$ cat src/eqc_pkg.sv
// Shared constants and decode functions for the equalizer control logic
package eqc_pkg;

   ////////////////////////////////////////////////////////////////////////
   // Register offsets (SMBus command byte)
   localparam logic [7:0] STATUS_OFS = 8'h00;
   localparam logic [7:0] CH0_BOOST_OFS = 8'h03;
   localparam logic [7:0] CH12_BOOST_OFS = 8'h04;
   localparam logic [7:0] RISE_THR_OFS = 8'h05;
   localparam logic [7:0] FALL_THR_OFS = 8'h06;
   localparam logic [7:0] EN_SRC_OFS = 8'h07;
   localparam logic [7:0] OUT_LVL_OFS = 8'h08;

   // Reset values
   localparam logic [7:0] CH0_BOOST_RST = 8'h77;
   localparam logic [7:0] CH12_BOOST_RST = 8'h77;
   localparam logic [7:0] RISE_THR_RST = 8'h00;
   localparam logic [7:0] FALL_THR_RST = 8'h00;
   localparam logic [7:0] EN_SRC_RST = 8'h00;
   localparam logic [7:0] OUT_LVL_RST = 8'h78;
   localparam logic [7:0] UNMAPPED_RD = 8'h00;

   // Field positions
   localparam int STATUS_DET_BIT = 0;
   localparam int EN_SRC_BIT = 0;
   localparam int DEV_EN_BIT = 3;
   localparam int CH_EN_HI_BIT = 7;
   localparam int BOOST_HI_LSB = 4;
   localparam int BOOST_LO_LSB = 0;
   localparam int THR_LSB = 0;
   localparam int OUT_LVL_LSB = 2;
   localparam int BOOST_W = 3;
   localparam int THR_W = 2;
   localparam int LVL_W = 2;
   localparam int AMP_W = 12;

   // Default 7-bit SMBus slave address, arbitrary value
   localparam logic [6:0] SMB_ADDR_DEF = 7'h2C;

   ////////////////////////////////////////////////////////////////////////
   // Upper (turn-on) threshold in mV from its 2-bit code
   function automatic logic [AMP_W-1:0] upper_mv(input logic [1:0] code);
      case (code)
         2'h0: upper_mv = 12'h046;
         2'h1: upper_mv = 12'h037;
         2'h2: upper_mv = 12'h05A;
         default: upper_mv = 12'h04B;
      endcase
   endfunction : upper_mv

   // Lower (turn-off) threshold in mV from its 2-bit code
   function automatic logic [AMP_W-1:0] lower_mv(input logic [1:0] code);
      case (code)
         2'h0: lower_mv = 12'h028;
         2'h1: lower_mv = 12'h01E;
         2'h2: lower_mv = 12'h037;
         default: lower_mv = 12'h02D;
      endcase
   endfunction : lower_mv

endpackage : eqc_pkg

$ cat src/eqc_reg_if.sv
// Register access carrier between the SMBus engine and the register file
`timescale 1ns/1ps
interface eqc_reg_if;
   logic wr_stb;
   logic [7:0] addr;
   logic [7:0] wdata;
   logic [7:0] rdata;

   modport engine (output wr_stb, output addr, output wdata, input rdata);
   modport regs (input wr_stb, input addr, input wdata, output rdata);
endinterface : eqc_reg_if

$ cat src/eqc_regs.sv
// Register file of the equalizer control logic
`timescale 1ns/1ps
module eqc_regs
(
   input wire logic clk,
   input wire logic nrst,
   eqc_reg_if.regs bus,
   input wire logic detect_flag,
   output logic [7:0] ch0_boost,
   output logic [7:0] ch12_boost,
   output logic [7:0] rise_thr,
   output logic [7:0] fall_thr,
   output logic [7:0] en_src,
   output logic [7:0] out_lvl
);
   logic [7:0] ch0_r, ch0_nxt, ch12_r, ch12_nxt, rise_r, rise_nxt;
   logic [7:0] fall_r, fall_nxt, src_r, src_nxt, lvl_r, lvl_nxt;

   ////////////////////////////////////////////////////////////////////////
   always_comb
   begin
      ch0_nxt = ch0_r;
      ch12_nxt = ch12_r;
      rise_nxt = rise_r;
      fall_nxt = fall_r;
      src_nxt = src_r;
      lvl_nxt = lvl_r;
      if (bus.wr_stb)
      begin
         case (bus.addr)
            eqc_pkg::CH0_BOOST_OFS: ch0_nxt = bus.wdata;
            eqc_pkg::CH12_BOOST_OFS: ch12_nxt = bus.wdata;
            eqc_pkg::RISE_THR_OFS: rise_nxt = bus.wdata;
            eqc_pkg::FALL_THR_OFS: fall_nxt = bus.wdata;
            eqc_pkg::EN_SRC_OFS: src_nxt = bus.wdata;
            eqc_pkg::OUT_LVL_OFS: lvl_nxt = bus.wdata;
            default: ch0_nxt = ch0_r;
         endcase
      end
   end

   always_ff @(posedge clk)
   begin
      if (!nrst)
      begin
         ch0_r <= eqc_pkg::CH0_BOOST_RST;
         ch12_r <= eqc_pkg::CH12_BOOST_RST;
         rise_r <= eqc_pkg::RISE_THR_RST;
         fall_r <= eqc_pkg::FALL_THR_RST;
         src_r <= eqc_pkg::EN_SRC_RST;
         lvl_r <= eqc_pkg::OUT_LVL_RST;
      end
      else
      begin
         ch0_r <= ch0_nxt;
         ch12_r <= ch12_nxt;
         rise_r <= rise_nxt;
         fall_r <= fall_nxt;
         src_r <= src_nxt;
         lvl_r <= lvl_nxt;
      end
   end

   ////////////////////////////////////////////////////////////////////////
   // Status is live; unmapped offsets read as zero
   always_comb
   begin
      case (bus.addr)
         eqc_pkg::STATUS_OFS: bus.rdata = {7'h00, detect_flag};
         eqc_pkg::CH0_BOOST_OFS: bus.rdata = ch0_r;
         eqc_pkg::CH12_BOOST_OFS: bus.rdata = ch12_r;
         eqc_pkg::RISE_THR_OFS: bus.rdata = rise_r;
         eqc_pkg::FALL_THR_OFS: bus.rdata = fall_r;
         eqc_pkg::EN_SRC_OFS: bus.rdata = src_r;
         eqc_pkg::OUT_LVL_OFS: bus.rdata = lvl_r;
         default: bus.rdata = eqc_pkg::UNMAPPED_RD;
      endcase
   end

   assign ch0_boost = ch0_r;
   assign ch12_boost = ch12_r;
   assign rise_thr = rise_r;
   assign fall_thr = fall_r;
   assign en_src = src_r;
   assign out_lvl = lvl_r;
endmodule : eqc_regs

$ cat src/eqc_sig_detect.sv
// Clock-channel signal detect with hysteresis between two thresholds
`timescale 1ns/1ps
module eqc_sig_detect
(
   input wire logic clk,
   input wire logic nrst,
   input wire logic [eqc_pkg::AMP_W-1:0] clk_amp_mv,
   input wire logic [1:0] upper_code,
   input wire logic [1:0] lower_code,
   output logic signal_detect_flag
);
   logic det_r, det_nxt;

   ////////////////////////////////////////////////////////////////////////
   // Runs in standby too, so automatic enable can wake the device
   always_comb
   begin
      det_nxt = det_r;
      if (clk_amp_mv > eqc_pkg::upper_mv(upper_code))
         det_nxt = 1'b1;
      else if (clk_amp_mv < eqc_pkg::lower_mv(lower_code))
         det_nxt = 1'b0;
   end

   always_ff @(posedge clk)
   begin
      if (!nrst)
         det_r <= 1'b0;
      else
         det_r <= det_nxt;
   end

   assign signal_detect_flag = det_r;
endmodule : eqc_sig_detect

$ cat src/eqc_top.sv
// Equalizer control logic: SMBus slave, boost and enable selection
`timescale 1ns/1ps
module eqc_top
#(
   parameter logic [6:0] SMB_ADDR = eqc_pkg::SMB_ADDR_DEF
)
(
   input wire logic clk,
   input wire logic nrst,
   input wire logic scl_i,
   input wire logic sda_i,
   output logic sda_o,
   output logic sda_oe_n,
   input wire logic boost_source_pin,
   input wire logic [eqc_pkg::BOOST_W-1:0] boost_select_pins,
   input wire logic enable_pin,
   input wire logic [eqc_pkg::AMP_W-1:0] clk_amp_mv,
   output logic signal_detect_pin,
   output logic [eqc_pkg::BOOST_W-1:0] ch0_boost_code,
   output logic [eqc_pkg::BOOST_W-1:0] ch1_boost_code,
   output logic [eqc_pkg::BOOST_W-1:0] ch2_boost_code,
   output logic [2:0] data_ch_en,
   output logic clk_ch_en,
   output logic dev_active,
   output logic [eqc_pkg::LVL_W-1:0] out_level_code,
   output logic [eqc_pkg::THR_W-1:0] detect_upper_threshold,
   output logic [eqc_pkg::THR_W-1:0] detect_lower_threshold
);
   typedef enum logic [4:0]
   {
      ST_IDLE = 5'h01,
      ST_ADDR = 5'h02,
      ST_CMD = 5'h04,
      ST_WDAT = 5'h08,
      ST_RDAT = 5'h10
   } eqc_state_t;

   eqc_reg_if rif ();

   eqc_state_t state_r, state_nxt;
   logic [3:0] cnt_r, cnt_nxt;
   logic [7:0] shift_r, shift_nxt;
   logic [7:0] ptr_r, ptr_nxt;
   logic drive_r, drive_nxt;
   logic scl_q_r, sda_q_r;
   logic wr_r, wr_nxt;
   logic [7:0] wdat_r, wdat_nxt;
   logic scl_rise, scl_fall, start_c, stop_c;
   logic signal_detect_flag;
   logic [7:0] ch0_reg, ch12_reg, rise_reg, fall_reg, src_reg, lvl_reg;

   ////////////////////////////////////////////////////////////////////////
   // Submodules
   eqc_regs u_regs
   (
      .clk(clk),
      .nrst(nrst),
      .bus(rif.regs),
      .detect_flag(signal_detect_flag),
      .ch0_boost(ch0_reg),
      .ch12_boost(ch12_reg),
      .rise_thr(rise_reg),
      .fall_thr(fall_reg),
      .en_src(src_reg),
      .out_lvl(lvl_reg)
   );

   eqc_sig_detect u_det
   (
      .clk(clk),
      .nrst(nrst),
      .clk_amp_mv(clk_amp_mv),
      .upper_code(rise_reg[eqc_pkg::THR_LSB +: eqc_pkg::THR_W]),
      .lower_code(fall_reg[eqc_pkg::THR_LSB +: eqc_pkg::THR_W]),
      .signal_detect_flag(signal_detect_flag)
   );

   // Pin drives the same flop value the status register reads
   assign signal_detect_pin = signal_detect_flag;

   assign rif.wr_stb = wr_r;
   assign rif.addr = ptr_r;
   assign rif.wdata = wdat_r;

   ////////////////////////////////////////////////////////////////////////
   // SMBus line events, from the previous sample of each line
   always_ff @(posedge clk)
   begin
      if (!nrst)
      begin
         scl_q_r <= 1'b1;
         sda_q_r <= 1'b1;
      end
      else
      begin
         scl_q_r <= scl_i;
         sda_q_r <= sda_i;
      end
   end

   assign scl_rise = scl_i & ~scl_q_r;
   assign scl_fall = ~scl_i & scl_q_r;
   assign start_c = scl_i & scl_q_r & sda_q_r & ~sda_i;
   assign stop_c = scl_i & scl_q_r & ~sda_q_r & sda_i;

   ////////////////////////////////////////////////////////////////////////
   // SMBus byte engine; cnt 0..7 data bits, 8 ack clock, 9 ack release
   always_comb
   begin
      state_nxt = state_r;
      cnt_nxt = cnt_r;
      shift_nxt = shift_r;
      ptr_nxt = ptr_r;
      drive_nxt = drive_r;
      wr_nxt = 1'b0;
      wdat_nxt = wdat_r;
      if (start_c)
      begin
         state_nxt = ST_ADDR;
         cnt_nxt = 4'h0;
         drive_nxt = 1'b0;
      end
      else if (stop_c)
      begin
         state_nxt = ST_IDLE;
         drive_nxt = 1'b0;
      end
      else
      begin
         case (state_r)
            ST_IDLE:
               cnt_nxt = 4'h0;
            ST_ADDR, ST_CMD, ST_WDAT:
            begin
               if (scl_rise && cnt_r < 4'h8)
               begin
                  shift_nxt = {shift_r[6:0], sda_i};
                  cnt_nxt = cnt_r + 4'h1;
               end
               else if (scl_rise && cnt_r == 4'h8)
                  cnt_nxt = 4'h9;
               else if (scl_fall && cnt_r == 4'h8)
               begin
                  drive_nxt = 1'b1;
                  if (state_r == ST_ADDR && shift_r[7:1] != SMB_ADDR)
                  begin
                     // Foreign address: no acknowledge, wait for start
                     drive_nxt = 1'b0;
                     state_nxt = ST_IDLE;
                  end
                  else if (state_r == ST_CMD)
                     ptr_nxt = shift_r;
                  else if (state_r == ST_WDAT)
                  begin
                     wr_nxt = 1'b1;
                     wdat_nxt = shift_r;
                  end
               end
               else if (scl_fall && cnt_r == 4'h9)
               begin
                  cnt_nxt = 4'h0;
                  drive_nxt = 1'b0;
                  if (state_r == ST_ADDR && shift_r[0])
                  begin
                     state_nxt = ST_RDAT;
                     shift_nxt = rif.rdata;
                     drive_nxt = ~rif.rdata[7];
                  end
                  else if (state_r == ST_ADDR)
                     state_nxt = ST_CMD;
                  else
                     state_nxt = ST_WDAT;
               end
            end
            ST_RDAT:
            begin
               if (scl_rise && cnt_r < 4'h8)
                  cnt_nxt = cnt_r + 4'h1;
               else if (scl_fall && cnt_r < 4'h8)
               begin
                  shift_nxt = {shift_r[6:0], 1'b0};
                  drive_nxt = ~shift_r[6];
               end
               else if (scl_fall && cnt_r == 4'h8)
                  drive_nxt = 1'b0;
               else if (scl_rise && cnt_r == 4'h8)
               begin
                  // Master nack ends the read; ack repeats the register
                  if (sda_i)
                     state_nxt = ST_IDLE;
                  else
                  begin
                     cnt_nxt = 4'h9;
                     shift_nxt = rif.rdata;
                  end
               end
               else if (scl_fall && cnt_r == 4'h9)
               begin
                  cnt_nxt = 4'h0;
                  drive_nxt = ~shift_r[7];
               end
            end
            default:
               state_nxt = ST_IDLE;
         endcase
      end
   end

   always_ff @(posedge clk)
   begin
      if (!nrst)
      begin
         state_r <= ST_IDLE;
         cnt_r <= 4'h0;
         shift_r <= 8'h00;
         ptr_r <= 8'h00;
         drive_r <= 1'b0;
         wr_r <= 1'b0;
         wdat_r <= 8'h00;
      end
      else
      begin
         state_r <= state_nxt;
         cnt_r <= cnt_nxt;
         shift_r <= shift_nxt;
         ptr_r <= ptr_nxt;
         drive_r <= drive_nxt;
         wr_r <= wr_nxt;
         wdat_r <= wdat_nxt;
      end
   end

   ////////////////////////////////////////////////////////////////////////
   // Device control outputs, all registered
   logic [eqc_pkg::BOOST_W-1:0] b0_nxt, b1_nxt, b2_nxt;
   logic [eqc_pkg::BOOST_W-1:0] b0_r, b1_r, b2_r;
   logic act_nxt, act_r;
   logic [2:0] den_nxt, den_r;
   logic cen_nxt, cen_r, sda_oe_n_r;
   logic [eqc_pkg::LVL_W-1:0] lvl_r;
   logic [eqc_pkg::THR_W-1:0] up_r, lo_r;

   always_comb
   begin
      // Unconnected pin reads high via the pad pull-up
      if (boost_source_pin)
      begin
         b0_nxt = boost_select_pins;
         b1_nxt = boost_select_pins;
         b2_nxt = boost_select_pins;
      end
      else
      begin
         b0_nxt = ch0_reg[eqc_pkg::BOOST_HI_LSB +: eqc_pkg::BOOST_W];
         b1_nxt = ch12_reg[eqc_pkg::BOOST_LO_LSB +: eqc_pkg::BOOST_W];
         b2_nxt = ch12_reg[eqc_pkg::BOOST_HI_LSB +: eqc_pkg::BOOST_W];
      end
      // Detect pin wired to enable pin gives automatic standby
      if (src_reg[eqc_pkg::EN_SRC_BIT])
         act_nxt = ~ch0_reg[eqc_pkg::DEV_EN_BIT];
      else
         act_nxt = enable_pin;
      // Per-channel disable bits only trim an active device
      den_nxt[0] = act_nxt & ~ch0_reg[eqc_pkg::CH_EN_HI_BIT];
      den_nxt[1] = act_nxt & ~ch12_reg[eqc_pkg::DEV_EN_BIT];
      den_nxt[2] = act_nxt & ~ch12_reg[eqc_pkg::CH_EN_HI_BIT];
      cen_nxt = act_nxt;
   end

   always_ff @(posedge clk)
   begin
      if (!nrst)
      begin
         b0_r <= 3'h0;
         b1_r <= 3'h0;
         b2_r <= 3'h0;
         act_r <= 1'b0;
         den_r <= 3'h0;
         cen_r <= 1'b0;
         lvl_r <= eqc_pkg::OUT_LVL_RST[eqc_pkg::OUT_LVL_LSB +: eqc_pkg::LVL_W];
         up_r <= eqc_pkg::RISE_THR_RST[eqc_pkg::THR_LSB +: eqc_pkg::THR_W];
         lo_r <= eqc_pkg::FALL_THR_RST[eqc_pkg::THR_LSB +: eqc_pkg::THR_W];
         sda_oe_n_r <= 1'b1;
      end
      else
      begin
         b0_r <= b0_nxt;
         b1_r <= b1_nxt;
         b2_r <= b2_nxt;
         act_r <= act_nxt;
         den_r <= den_nxt;
         cen_r <= cen_nxt;
         lvl_r <= lvl_reg[eqc_pkg::OUT_LVL_LSB +: eqc_pkg::LVL_W];
         up_r <= rise_reg[eqc_pkg::THR_LSB +: eqc_pkg::THR_W];
         lo_r <= fall_reg[eqc_pkg::THR_LSB +: eqc_pkg::THR_W];
         sda_oe_n_r <= ~drive_nxt;
      end
   end

   // Open-drain: only ever pulls low
   assign sda_o = 1'b0;
   assign sda_oe_n = sda_oe_n_r;
   assign ch0_boost_code = b0_r;
   assign ch1_boost_code = b1_r;
   assign ch2_boost_code = b2_r;
   assign dev_active = act_r;
   assign data_ch_en = den_r;
   assign clk_ch_en = cen_r;
   assign out_level_code = lvl_r;
   assign detect_upper_threshold = up_r;
   assign detect_lower_threshold = lo_r;
endmodule : eqc_top

$ cat config.mk
export PLATFORM = sky130hd
export DESIGN_NAME = eqc_top
export DESIGN_NICKNAME = d
export VERILOG_FILES = /design/src/eqc_pkg.sv /design/src/eqc_reg_if.sv /design/src/eqc_regs.sv /design/src/eqc_sig_detect.sv /design/src/eqc_top.sv
export SDC_FILE = /design/constraint.sdc
export NUM_CORES = 1
export LEC_CHECK = 0
export BUFFER_PORTS_ARGS = -buffer_cell sky130_fd_sc_hd__buf_2
export CAP_MARGIN = 20
export CELL_PAD_IN_SITES_DETAIL_PLACEMENT = 1
export CELL_PAD_IN_SITES_GLOBAL_PLACEMENT = 2
export CORE_MARGIN = 4
export CORE_UTILIZATION = 26
export DETAILED_ROUTE_END_ITERATION = 8
export PLACE_DENSITY_LB_ADDON = 0.12
export SLEW_MARGIN = 10
export SYNTH_ARGS = -nofsm -noshare
export SYNTH_HDL_FRONTEND = slang
export SYNTH_SLANG_ARGS = --single-unit
$ cat constraint.sdc
create_clock -name clk -period 2.2 [get_ports clk]
set_input_delay 0.22 -clock clk [delete_from_list [all_inputs] [get_ports clk]]
set_output_delay 0.22 -clock clk [all_outputs]
set_load 0.005 [all_outputs]
==> key figures <==
Yosys
  – FF+latch count, synth: 106
  – Mapped Cells: 604
  – Number of enable flip-flop cells after synthesis: 0
  – Synth warn: 0
  – Share of the synthesized area in the top cell type: 0.391
  – Library cells used by synthesis: 70
  – Dominant cell type by area after synthesis: dfxtp_1
  – Area contributors post-synth: dfxtp_1 39%, mux2i_1 7.4%, ha_1 5.3%
  – Asr flop ratio synth: 0
  – Netlist Area Pre-Place: 0.00543 mm²
  – Sequential fraction of the synthesis area: 0.391
  – Avg Synthesized Cell Area: 8.99 µm²
  – Synth Net Count: 648
  – Top_reg_cell synth: dfxtp_1

Critical path
  – CP max stage cell: dfxtp_1
  – CP delay by family, top: compound AO/OA/AOI/OAI gates
  – Worst-case reg-to-reg path depth: 9
  – Critical path class: reg2reg
  – Crit start category: flop
  – Max incr delay on CP: 330 ps
  – Crit path buffers/inverters: 2
  – CP Capture Type: flop
  – Reg-to-Reg Start: cnt_r[1]
  – Worst Path Required: 2500 ps
  – Max Fanout on Critical Path: 4
  – CP Cell Sequence: inv_2 -> ha_4 -> nand3b_1 -> buf_4 -> o22a_1 -> a221oi_2 -> o211ai_2 -> a2111o_1 -> a21oi_1
  – R2R setup slack: 150 ps
  – CP Launch Point: cnt_r[1]
  – Crit path DAT: 2350 ps
  – Reg-to-reg endpoint: cnt_r[0]

Placement
  – Placed cell areas: 0.00631 mm²
  – DP HPWL: 13,000 µm
  – Gpl congestion: 0.805
  – Port Buffers: 42

Finish
  – FF+latch area: 0.00213 mm²
  – Fillers: 2,379
  – Multi-input gate area: 0.00311 mm²
  – Fin util: 0.329
  – Ant. Diodes: 0
  – Share of cells above drive strength 1: 0.230
  – Post-route design area: 0.00670 mm²
  – Nets: 734
  – P&R area growth vs syn: 23.4%

STA
  – Final Hold Fails: 0
  – Post-layout min period: 2050 ps
  – Max Slew Vio Count: 0
  – Rel. slew slack: 0.649
  – Setup Skew: 11.9 ps
  – Worst-margin pin slew: 526 ps
  – RSZ-0062 raised after global routing: no
  – Setup violations, final: 0
  – Final worst path period share: 0.932
  – Max Clk Rate: 0.488 GHz

GRT
  – Largest net degree at the start of global routing: 56
  – Number of global-route vias before repair: 4,932
  – GRT Residual Overflow: 0
  – First-pass GRT wire length: 27,900 µm
  – GRT Overall Usage: 0.149
  – Initial antenna violation count: 0

Die
  – Die H: 153 µm
  – CORE AREA: 0.0204 mm²
  – Die W: 153 µm
  – Die area: 0.0233 mm²
  – Io pins: 44
  – Initial Util: 0.267
  – Cell Rows: 52

CTS
  – Cts hold-fix bufs: 0
  – Worst-Skew Late Latency: 370 ps
  – CTS Buf Count: 9
  – Root cell of the clock tree: clkbuf_16
  – Clock transition at path regs: 80 ps
  – CTS H-tree depth: 3
  – CTS tree: built
  – Clk sink count: 106
  – Bufs on Longest Clock Path: 2

Hold path
  – Min-Delay Endpoint: sda_q_r
  – Hold path startpoint: nrst
  – Hold path depth: 2
  – Worst Hold Class: in2reg

Flow run
  – Max_cap viols: 0

Drt
  – Drt wl/cell: 17.9 µm
  – Final wirelength: 17,300 µm
  – Final routed DRC violation total: 0
  – Vias post-DR: 4,679
  – DR iter-0 viols: 215
  – Drt first pass iters: 4
  – DRT antenna net count: 0
  – Via/cell ratio: 4.85

Power
  – VDD IR max: 0.306 mV
  – Static leakage: 0.00286 µW
  – PwrDens: 593 mW/mm²

Status
  – Status: complete, no violations
## worst register-to-register path, delay by kind of cell, from the launching register on
family	cells	cell delay, ps
buffers and inverters	2	260
DFF	1	330
and+or+nand+nor	1	100
AOI/OAI and AO/OA	5	1150
adders and majority gates	1	150
## metrics by stage
step / std cells / setup TNS [ps] / hold WS, ps / setup WS [ps] / power (µW)
after global routing: 965 / 0 / 136 / 11.8 / 4150
final: 965 / 0 / 122 / 149 / 3970
after floorplan: 604 / 0 / 399 / 294 / 2200
after global placement: 946 / 0 / 434 / 8.37 / 2330
after detailed placement: 946 / -728 / 445 / -110 / 2340
after CTS: 963 / 0 / 110 / 4.93 / 4040
## placed cells by master, fill, tap and decap left out, drive strengths merged, types with 4 or more instances in the layout
cell type,count
buf,111
dfxtp,106
nand2,59
nand3,46
nor2b,45
mux2i,40
nor2,33
a21oi,26
o21ai,25
ha,23
inv,20
a21boi,18
nand2b,18
a22oi,12
clkbuf,9
and2,9
nor3,8
mux4,7
nand3b,5
nand4,5
a211oi,5
o31ai,4
a31oi,4
o211ai,4
## cell type report
type | instances | area share
Sequential cell | 106 | 0.317
Clock buffer | 9 | 0.0336
Timing Repair Buffer | 111 | 0.114
Tap cell | 270 | 0.0504
Multi-Input combinational cell | 446 | 0.464
Clock inverter | 7 | 0.0119
Inverter | 16 | 0.00896
## routing by layer
metal,up-vias,wire length [µm],track usage
met1,2300,8150,0.192
met5,-,0,0
met4,0,236,0.0450
li1,2311,-,-
met3,13,473,0.0210
met2,55,8410,0.259
## timing repair
| action | CTS | global route |
|---|---|---|
| pin swaps | 2 | 4 |
| resized for setup | 3 | 10 |
| setup endpoints to repair | 9 | 11 |
| buffers inserted | 1 | 2 |
| gates cloned | 0 | 0 |
## cell families after synthesis
group           after synthesis  synth area share
simple gates                244             0.237
compound gates              125             0.159
flops                       106             0.391
buf+inv                      52            0.0454
mux                          50             0.109
fa+ha+maj                    23            0.0530
xor+xnor                      3           0.00484
other cells                   1          0.000690
## sequential cells by signal, summed over array words and instances (netlist names), 4 cells and up
name               count
ptr_r                  8
state_r                5
shift_r                8
rif.wdata              8
u_regs.out_lvl         8
u_regs.rise_thr        8
u_regs.ch12_boost      8
u_regs.ch0_boost       8
cnt_r                  4
u_regs.fall_thr        8
u_regs.en_src          8
## synthesized netlist by cell type, types with 5 or more instances
master    number
nor3_1         7
a21boi_0      18
o21ai_0       22
nor2_1        31
a21oi_1       24
nand3_1       45
clkbuf_1      19
nand2b_1      18
mux4_2         7
buf_4          5
nor2b_1       45
inv_1         16
nand2_1       59
a22oi_1       12
mux2i_1       40
ha_1          23
buf_2          8
and2_1         9
dfxtp_1      106
## power by group
part           leakage (µW)  switching, µW  internal (µW)
registers          0.000861           18.5           1940
logic               0.00185            183            157
clock network      0.000146            858            813
## worst max path at each step
stage	slack, ps	depth (start not counted)	endpoint
after floorplan	290	9	cnt_r[0]
after global placement	8	6	shift_r[3]
after detailed placement	-110	7	shift_r[4]
final	150	9	cnt_r[0]
after CTS	5	9	cnt_r[0]
after global routing	10	7	state_r[2]
Power figures use the tool's default switching activity.
